--- src/hw/nrc_pkg.sv ---
package nrc_pkg;

  // ****************************************************************
  // register map
  // ****************************************************************
  localparam logic [3:0] REG_CTRL = 4'h0;
  localparam logic [3:0] REG_UNLOCK = 4'h1;
  localparam logic [3:0] REG_PTR_LO = 4'h2;
  localparam logic [3:0] REG_PTR_HI = 4'h3;
  localparam logic [3:0] REG_PTR_UP = 4'h4;
  localparam logic [3:0] REG_LATCH = 4'h5;
  localparam logic [3:0] REG_IRQ_STAT = 4'h6;
  localparam logic [3:0] REG_IRQ_MASK = 4'h7;

  // ****************************************************************
  // control register fields
  // ****************************************************************
  localparam int CTL_SPACE = 7;
  localparam int CTL_CFG = 6;
  localparam int CTL_ROW_ERASE = 4;
  localparam int CTL_WERR = 3;
  localparam int CTL_PERMIT = 2;
  localparam int CTL_WSTART = 1;
  localparam int CTL_RSTART = 0;

  // ****************************************************************
  // unlock keys, pointer layout, interrupt bits
  // ****************************************************************
  localparam logic [7:0] UNLOCK_KEY1 = 8'h55;
  localparam logic [7:0] UNLOCK_KEY2 = 8'haa;
  localparam int PTR_W = 22;
  localparam int ROW_LSB = 6;
  localparam logic [5:0] ROW_OFFSET_ZERO = 6'h00;
  localparam int IRQ_W = 3;
  localparam int IRQ_DONE = 0;
  localparam int IRQ_RDONE = 1;
  localparam int IRQ_REFUSED = 2;
  localparam logic [IRQ_W-1:0] IRQ_RESET = 3'h0;
  localparam logic [7:0] BYTE_ZERO = 8'h00;

  // ****************************************************************
  // timing
  // ****************************************************************
  localparam longint CLK_FREQ_HZ = 250_000_000;
  localparam longint ERASE_TIME_MS = 2;
  localparam longint WRITE_TIME_MS = 2;
  localparam int ERASE_CYCLES = int'(ERASE_TIME_MS * CLK_FREQ_HZ / 1000);
  localparam int WRITE_CYCLES = int'(WRITE_TIME_MS * CLK_FREQ_HZ / 1000);
  localparam int CNT_W = 20;
  localparam logic [CNT_W-1:0] CNT_ONE = 20'h00001;

  // ****************************************************************
  // types
  // ****************************************************************
  typedef enum logic [1:0] {
    UL_IDLE = 2'b00,
    UL_GOT1 = 2'b01,
    UL_ARMED = 2'b10
  } nrc_unlock_e;

  typedef enum logic [0:0] {
    CY_IDLE = 1'b0,
    CY_BUSY = 1'b1
  } nrc_cycle_e;

  typedef struct packed {
    logic rd;
    logic write;
    logic erase;
    logic flash;
    logic cfg;
    logic [PTR_W-1:0] addr;
    logic [7:0] wdata;
  } nrc_mem_req_s;

endpackage : nrc_pkg

--- src/hw/nrc_flash_ctrl.sv ---
`timescale 1ns/1ps
module nrc_flash_ctrl
  import nrc_pkg::*;
#(
  parameter int ERASE_CYC = ERASE_CYCLES,
  parameter int WRITE_CYC = WRITE_CYCLES
) (
  input wire logic i_clk,
  input wire logic i_sys_rst,
  input wire logic i_por,
  input wire logic i_ce,
  input wire logic [3:0] i_addr,
  input wire logic [7:0] i_wdata,
  input wire logic i_wr,
  input wire logic i_rd,
  output logic [7:0] o_rdata,
  output nrc_mem_req_s o_mem,
  input wire logic [7:0] i_mem_rdata,
  output logic o_cpu_stall,
  output logic o_irq
);

  // ****************************************************************
  // state
  // ****************************************************************
  logic space_q;
  logic space_d;
  logic cfg_q;
  logic cfg_d;
  logic erase_q;
  logic erase_d;
  logic werr_q;
  logic werr_d;
  logic permit_q;
  logic permit_d;
  logic rstart_q;
  logic rstart_d;
  logic [PTR_W-1:0] ptr_q;
  logic [PTR_W-1:0] ptr_d;
  logic [7:0] latch_q;
  logic [7:0] latch_d;
  logic [IRQ_W-1:0] stat_q;
  logic [IRQ_W-1:0] stat_d;
  logic [IRQ_W-1:0] mask_q;
  logic [IRQ_W-1:0] mask_d;
  logic [7:0] rdata_q;
  logic [7:0] rdata_d;
  nrc_unlock_e ul_q;
  nrc_unlock_e ul_d;
  nrc_cycle_e cy_q;
  nrc_cycle_e cy_d;
  logic [CNT_W-1:0] cnt_q;
  logic [CNT_W-1:0] cnt_d;
  logic op_erase_q;
  logic op_erase_d;
  logic op_flash_q;
  logic op_flash_d;

  // ****************************************************************
  // helpers
  // ****************************************************************
  function automatic logic reg_hit(input logic strobe, input logic [3:0] addr,
                                   input logic [3:0] idx);
    return strobe && (addr == idx);
  endfunction : reg_hit

  function automatic logic field_next(input logic wr, input logic [7:0] data, input int pos,
                                      input logic old);
    return wr ? data[pos] : old;
  endfunction : field_next

  // ****************************************************************
  // bus decode
  // ****************************************************************
  wire wr_ctrl = reg_hit(i_wr, i_addr, REG_CTRL);
  wire wr_unlock = reg_hit(i_wr, i_addr, REG_UNLOCK);
  wire wr_plo = reg_hit(i_wr, i_addr, REG_PTR_LO);
  wire wr_phi = reg_hit(i_wr, i_addr, REG_PTR_HI);
  wire wr_pup = reg_hit(i_wr, i_addr, REG_PTR_UP);
  wire wr_latch = reg_hit(i_wr, i_addr, REG_LATCH);
  wire wr_stat = reg_hit(i_wr, i_addr, REG_IRQ_STAT);
  wire wr_mask = reg_hit(i_wr, i_addr, REG_IRQ_MASK);

  // ****************************************************************
  // control field updates
  // ****************************************************************
  wire busy = (cy_q == CY_BUSY);
  wire new_space = field_next(wr_ctrl, i_wdata, CTL_SPACE, space_q);
  wire new_cfg = field_next(wr_ctrl, i_wdata, CTL_CFG, cfg_q);
  wire new_erase = field_next(wr_ctrl, i_wdata, CTL_ROW_ERASE, erase_q);
  wire new_permit = field_next(wr_ctrl, i_wdata, CTL_PERMIT, permit_q);
  wire ask_start = wr_ctrl && i_wdata[CTL_WSTART];
  // start only straight after both keys, with writes permitted
  wire go_start = ask_start && (ul_q == UL_ARMED) && new_permit && !busy;
  wire refused = ask_start && !go_start;
  // read refused while program flash is selected
  wire go_read = wr_ctrl && i_wdata[CTL_RSTART] && !new_space && !busy;
  wire cnt_end = busy && (cnt_q == CNT_ONE);
  wire [CNT_W-1:0] erase_len = CNT_W'(ERASE_CYC);
  wire [CNT_W-1:0] write_len = CNT_W'(WRITE_CYC);

  assign space_d = new_space;
  assign cfg_d = new_cfg;
  // hardware clears the row-erase arm when the erase completes
  assign erase_d = (cnt_end && op_erase_q) ? 1'b0 : new_erase;
  assign werr_d = field_next(wr_ctrl, i_wdata, CTL_WERR, werr_q);
  assign permit_d = new_permit;
  // read lasts exactly one cycle, software cannot clear it
  assign rstart_d = go_read;

  // ****************************************************************
  // unlock sequence
  // ****************************************************************
  always_comb begin
    ul_d = ul_q;
    if (wr_unlock && i_wdata == UNLOCK_KEY1) begin
      ul_d = UL_GOT1;
    end else if (wr_unlock && i_wdata == UNLOCK_KEY2 && ul_q == UL_GOT1) begin
      ul_d = UL_ARMED;
    end else if (i_wr) begin
      ul_d = UL_IDLE;
    end
  end

  // ****************************************************************
  // self-timed cycle
  // ****************************************************************
  always_comb begin
    cy_d = cy_q;
    cnt_d = cnt_q;
    op_erase_d = op_erase_q;
    op_flash_d = op_flash_q;
    unique case (cy_q)
      CY_IDLE: begin
        if (go_start) begin
          cy_d = CY_BUSY;
          op_erase_d = new_erase && new_space && !new_cfg;
          op_flash_d = new_space || new_cfg;
          // internal timer, never software, sets the length
          cnt_d = (new_erase && new_space) ? erase_len : write_len;
        end
      end
      CY_BUSY: begin
        if (cnt_end) begin
          cy_d = CY_IDLE;
          // drop the operation kind so later reads take the flash select from the space bit alone
          op_erase_d = 1'b0;
          op_flash_d = 1'b0;
        end else begin
          cnt_d = cnt_q - CNT_ONE;
        end
      end
    endcase
  end

  // ****************************************************************
  // pointer and latch
  // ****************************************************************
  wire [5:0] ptr_up_d = wr_pup ? i_wdata[5:0] : ptr_q[21:16];
  wire [7:0] ptr_hi_d = wr_phi ? i_wdata : ptr_q[15:8];
  wire [7:0] ptr_lo_d = wr_plo ? i_wdata : ptr_q[7:0];
  assign ptr_d = {ptr_up_d, ptr_hi_d, ptr_lo_d};
  assign latch_d = rstart_q ? i_mem_rdata : (wr_latch ? i_wdata : latch_q);

  // ****************************************************************
  // interrupts: set wins over write-one-clear
  // ****************************************************************
  wire [IRQ_W-1:0] irq_set;
  assign irq_set[IRQ_DONE] = cnt_end;
  assign irq_set[IRQ_RDONE] = rstart_q;
  assign irq_set[IRQ_REFUSED] = refused;
  wire [IRQ_W-1:0] irq_clr = wr_stat ? i_wdata[IRQ_W-1:0] : IRQ_RESET;
  assign stat_d = irq_set | (stat_q & ~irq_clr);
  assign mask_d = wr_mask ? i_wdata[IRQ_W-1:0] : mask_q;

  // ****************************************************************
  // read mux
  // ****************************************************************
  wire [7:0] ctrl_view;
  assign ctrl_view[CTL_SPACE] = space_q;
  assign ctrl_view[CTL_CFG] = cfg_q;
  assign ctrl_view[CTL_CFG - 1] = 1'b0;
  assign ctrl_view[CTL_ROW_ERASE] = erase_q;
  assign ctrl_view[CTL_WERR] = werr_q;
  assign ctrl_view[CTL_PERMIT] = permit_q;
  assign ctrl_view[CTL_WSTART] = busy;
  assign ctrl_view[CTL_RSTART] = rstart_q;
  logic [7:0] rsel;
  always_comb begin
    unique case (i_addr)
      REG_CTRL: rsel = ctrl_view;
      REG_PTR_LO: rsel = ptr_q[7:0];
      REG_PTR_HI: rsel = ptr_q[15:8];
      REG_PTR_UP: rsel = {2'b00, ptr_q[21:16]};
      REG_LATCH: rsel = latch_q;
      REG_IRQ_STAT: rsel = {5'h00, stat_q};
      REG_IRQ_MASK: rsel = {5'h00, mask_q};
      default: rsel = BYTE_ZERO;
    endcase
  end
  assign rdata_d = i_rd ? rsel : BYTE_ZERO;

  // ****************************************************************
  // flops
  // ****************************************************************
  // space and config selects survive system reset (power-on reset clears them) so a failed access can be traced
  always_ff @(posedge i_clk) begin
    if (i_por) begin
      space_q <= 1'b0;
    end else if (i_sys_rst) begin
      space_q <= space_q;
    end else if (i_ce) begin
      space_q <= space_d;
    end
  end

  always_ff @(posedge i_clk) begin
    if (i_por) begin
      cfg_q <= 1'b0;
    end else if (i_sys_rst) begin
      cfg_q <= cfg_q;
    end else if (i_ce) begin
      cfg_q <= cfg_d;
    end
  end

  // error flag records a cycle cut short by system reset
  always_ff @(posedge i_clk) begin
    if (i_por) begin
      werr_q <= 1'b0;
    end else if (i_sys_rst) begin
      werr_q <= werr_q | busy;
    end else if (i_ce) begin
      werr_q <= werr_d;
    end
  end

  always_ff @(posedge i_clk) begin
    if (i_sys_rst || i_por) begin
      erase_q <= 1'b0;
    end else if (i_ce) begin
      erase_q <= erase_d;
    end
  end

  always_ff @(posedge i_clk) begin
    if (i_sys_rst || i_por) begin
      permit_q <= 1'b0;
    end else if (i_ce) begin
      permit_q <= permit_d;
    end
  end

  always_ff @(posedge i_clk) begin
    if (i_sys_rst || i_por) begin
      rstart_q <= 1'b0;
    end else if (i_ce) begin
      rstart_q <= rstart_d;
    end
  end

  always_ff @(posedge i_clk) begin
    if (i_sys_rst || i_por) begin
      ul_q <= UL_IDLE;
    end else if (i_ce) begin
      ul_q <= ul_d;
    end
  end

  always_ff @(posedge i_clk) begin
    if (i_sys_rst || i_por) begin
      cy_q <= CY_IDLE;
    end else if (i_ce) begin
      cy_q <= cy_d;
    end
  end

  always_ff @(posedge i_clk) begin
    if (i_sys_rst || i_por) begin
      cnt_q <= '0;
    end else if (i_ce) begin
      cnt_q <= cnt_d;
    end
  end

  always_ff @(posedge i_clk) begin
    if (i_sys_rst || i_por) begin
      op_erase_q <= 1'b0;
    end else if (i_ce) begin
      op_erase_q <= op_erase_d;
    end
  end

  always_ff @(posedge i_clk) begin
    if (i_sys_rst || i_por) begin
      op_flash_q <= 1'b0;
    end else if (i_ce) begin
      op_flash_q <= op_flash_d;
    end
  end

  always_ff @(posedge i_clk) begin
    if (i_sys_rst || i_por) begin
      ptr_q <= '0;
    end else if (i_ce) begin
      ptr_q <= ptr_d;
    end
  end

  always_ff @(posedge i_clk) begin
    if (i_sys_rst || i_por) begin
      latch_q <= BYTE_ZERO;
    end else if (i_ce) begin
      latch_q <= latch_d;
    end
  end

  always_ff @(posedge i_clk) begin
    if (i_sys_rst || i_por) begin
      stat_q <= IRQ_RESET;
    end else if (i_ce) begin
      stat_q <= stat_d;
    end
  end

  always_ff @(posedge i_clk) begin
    if (i_sys_rst || i_por) begin
      mask_q <= IRQ_RESET;
    end else if (i_ce) begin
      mask_q <= mask_d;
    end
  end

  always_ff @(posedge i_clk) begin
    if (i_sys_rst || i_por) begin
      rdata_q <= BYTE_ZERO;
    end else if (i_ce) begin
      rdata_q <= rdata_d;
    end
  end

  // ****************************************************************
  // memory request and outputs
  // ****************************************************************
  assign o_mem.rd = rstart_q;
  wire erasing = busy && op_erase_q;
  wire writing = busy && !op_erase_q;
  assign o_mem.write = writing;
  assign o_mem.erase = erasing;
  assign o_mem.flash = op_flash_q || (rstart_q && space_q);
  assign o_mem.cfg = cfg_q;
  // whole 64-byte row, low pointer bits dropped
  assign o_mem.addr = erasing ? {ptr_q[PTR_W-1:ROW_LSB], ROW_OFFSET_ZERO} : ptr_q;
  // data latch not presented during an erase
  assign o_mem.wdata = erasing ? BYTE_ZERO : latch_q;
  assign o_cpu_stall = busy && op_flash_q;
  assign o_irq = |(stat_q & mask_q);
  assign o_rdata = rdata_q;

endmodule : nrc_flash_ctrl

--- config.mk ---
export PLATFORM = sky130hd
export DESIGN_NAME = nrc_flash_ctrl
export DESIGN_NICKNAME = d
export VERILOG_FILES = /design/src/hw/nrc_pkg.sv /design/src/hw/nrc_flash_ctrl.sv
export SDC_FILE = /design/constraint.sdc
export NUM_CORES = 1
export LEC_CHECK = 0
export BUFFER_PORTS_ARGS = -buffer_cell sky130_fd_sc_hd__buf_2
export CORE_MARGIN = 2
export CORE_UTILIZATION = 52
export CTS_BUF_LIST = sky130_fd_sc_hd__clkbuf_2 sky130_fd_sc_hd__clkbuf_4 sky130_fd_sc_hd__clkbuf_8
export CTS_CLUSTER_DIAMETER = 80
export DETAILED_ROUTE_END_ITERATION = 12
export PLACE_DENSITY = 0.9
export SLEW_MARGIN = 30
export SYNTH_ARGS = -nofsm -noshare
export SYNTH_HDL_FRONTEND = slang
export SYNTH_SLANG_ARGS = --single-unit
--- constraint.sdc ---
create_clock -name i_clk -period 2.5 [get_ports i_clk]
set_input_delay 0.625 -clock i_clk [delete_from_list [all_inputs] [get_ports i_clk]]
set_output_delay 0.625 -clock i_clk [all_outputs]
set_load 0.03 [all_outputs]
==> out/summary.txt <==
global-route wire length before repair - 17600 um
Iteration-0 DRC Markers - 516
Highest Clock Rate - 0.4142 GHz
WL/cell - 16.95 um
Placer Congestion - 0.9540
antenna violations before repair - 0
top_reg_cell synth - dfxtp_1
number of synthesized flops with an enable pin - 0
crit-path max FO - 7
number of distinct library cells after synthesis - 59
CP peak stage delay - 0.57 ns
Synth area leader - dfxtp_1
Critical Path Sink Type - flip-flop
Clock Skew - 0.01226 ns
chip height - 91.19 um
Synth warnings - 0
final hold vios - 0
Clock Latency Late Sink - 0.36 ns
Buffers on Ports - 70
Total Routed Length - 10690 um
Hold WS - 0.4737 ns
Post-synth ARST share - 0%
vias in the first global route - 3658
setup violators final - 0
Crit-path slowest cell - or4_4
Req. time, crit path - 2.78 ns
row count - 31
hold crit path type - flip-flop to flip-flop
global route overflow - 0
Pleak - 0.001847 uW
setup ws final - 0.08549 ns
Post-Syn Nets - 494
CP dominant cell by count - or4_1
vias per std cell - 6.168
sequential fraction of the synthesis area - 37.99%
Starting Density - 54.20%
Yosys reg bits - 75
CTS tree - built
Clock Tree Buf Depth - 2
Root Buffer - clkbuf_8
status - finished clean
pre-CTS WS - -0.08901 ns
fin area - 0.004563 sq mm
# diodes - 0
Power per Cell Area - 482.8 mW/mm^2
post-route setup TNS - 0 ns
Fillers - 590
vias - 3892
Synth top area share - 37.99%
synthesized area - 0.003953 sq mm
Worst-path clk slew - 0.08 ns
WS Path Type - flip-flop to flip-flop
most frequent cells in the layout - 75 x dfxtp_1, 70 x buf_2, 68 x nor2_1
die area - 0.008315 sq mm
Area Overhead vs Synth - 15.45%
crit share post-route - 96.58%
post-placement cell area - 0.004354 sq mm
Worst Path Buf+Inv - 1
share of cells above drive strength 1 - 24.81%
synthesized area per cell - 8.482 sq um
CTS HTree Levels - 3
Mapped Cells - 466
total of max-cap violations - 0
critical path, cell by cell - or4_1 -> or4_4 -> buf_4 -> or4_1 -> a31oi_1
Tot Pwr - 2203 uW
die width - 91.19 um
crit-path leading delay family - simple AND/OR/NAND/NOR gates
critical path launch point type - flip-flop
Peak VDD IR - 233.1 uV
cts repair resizes - 0
Final Critical Period - 2.415 ns
Worst Max-Slew Pin Slew - 0.5589 ns
DRT antenna net count - 0
nets - 555
Post-CTS Hold Fix Bufs - 0
CTS buffer count - 9
Worst Path Arrival - 2.69 ns
HPWL Detailed - 7732 um
I/O pin cnt - 71
Core Box Area - 0.007292 sq mm
max-slew violation count - 0
Slew HR - 62.69%
postcts setup bufs - 0
# DRC - 0
# clock sinks - 75
drt first pass iters - 6
GRT Util Overall - 26.12%
largest net degree at the start of global routing - 27
largest cells by area after synthesis - dfxtp_1 38%, mux2i_1 8.4%, nor2_1 6.5%
most common cell after layout, fill and taps aside - dfxtp_1
cell usage after synthesis (2+ instances only):
cell      instances
dfxtp_1          75
nor2_1           68
mux2i_1          33
a21oi_1          32
nand2_1          23
buf_4            21
clkbuf_1         21
and2_1           16
o21ai_0          14
or4_1            14
inv_1            13
a22oi_1          12
o31ai_1          12
or3_1            11
a211oi_1         10
a31oi_1           7
o32ai_1           6
or2_2             6
buf_1             5
nand3_1           5
nor4_1            5
a22o_1            4
nand4_1           3
nor2b_1           3
nor3_1            3
o211ai_1          3
a221o_1           2
buf_6             2
ha_1              2
mux2_2            2
nor3b_1           2
nor4b_1           2
o21a_1            2
or4_4             2
cells by family after synthesis:
logic type | share of synthesized area [%]
compound gates | 20.77
xor+xnor | 0.2216
fa+ha+maj | 0.6330
buf+inv | 8.484
flops | 37.99
mux | 9.497
simple gates | 22.41
worst paths after layout:
kind                            startpoint         to  slack [ns]  cells past startpoint
worst min register to register     ul_q[0]    ul_q[0]        0.47                      2
worst max-delay path              cnt_q[7]  cnt_q[16]        0.09                      5
worst min-delay path               ul_q[0]    ul_q[0]        0.47                      2
worst max register to register    cnt_q[7]  cnt_q[16]        0.09                      5
cell type report:
type                    count  area (sq um)  area share, %
clock buffers              11         138.9          3.044
clock inverters             5         40.04         0.8774
inverters                  14         52.55          1.152
multi-input cells         327          2118          46.42
flip-flops and latches     75          1501          32.90
well taps                  99         123.9          2.715
repair buffers            100         588.1          12.89
registers in the layout, summed over array words and instances (netlist names):
signal,cells
erase_q,1
ptr_q,22
latch_q,8
space_q,1
permit_q,1
o_rdata,8
op_erase_q,1
cnt_q,20
op_flash_q,1
ul_q,2
rstart_q,1
busy,1
cfg_q,1
mask_q,3
stat_q,3
werr_q,1
worst reg2reg max path: cells and delay by family (launching register included):
kind	cells	cell delay, ns
AOI/OAI and AO/OA	1	0.16
DFF	1	0.35
and+or+nand+nor	3	1.64
buffers and inverters	1	0.19
where the power goes:
part | leakage [uW] | total, uW | internal (uW) | switching, uW
combinational | 0.00116 | 160 | 52.1 | 108
sequential | 0.000604 | 1200 | 1200 | 1.82
clock | 0.0000826 | 846 | 385 | 460
stage by stage:
step / util, % / instances
6_report: 62.58 / 631
2_1_floorplan: - / 466
3_3_place_gp: 59.71 / 611
5_1_grt: 62.58 / 631
3_5_place_dp: 59.71 / 611
4_1_cts: 62.17 / 627
routing by layer:
| metal | track usage, % | up-vias | part of all wire [%] |
|---|---|---|---|
| li1 | - | 1797 | - |
| met1 | 34.06 | 1819 | 40 |
| met2 | 42.28 | 238 | 47 |
| met3 | 4.232 | 38 | 9.8 |
| met4 | 12.12 | 0 | 3.0 |
| met5 | 0 | - | 0 |
No activity file was read; power rests on OpenSTA's default activity.
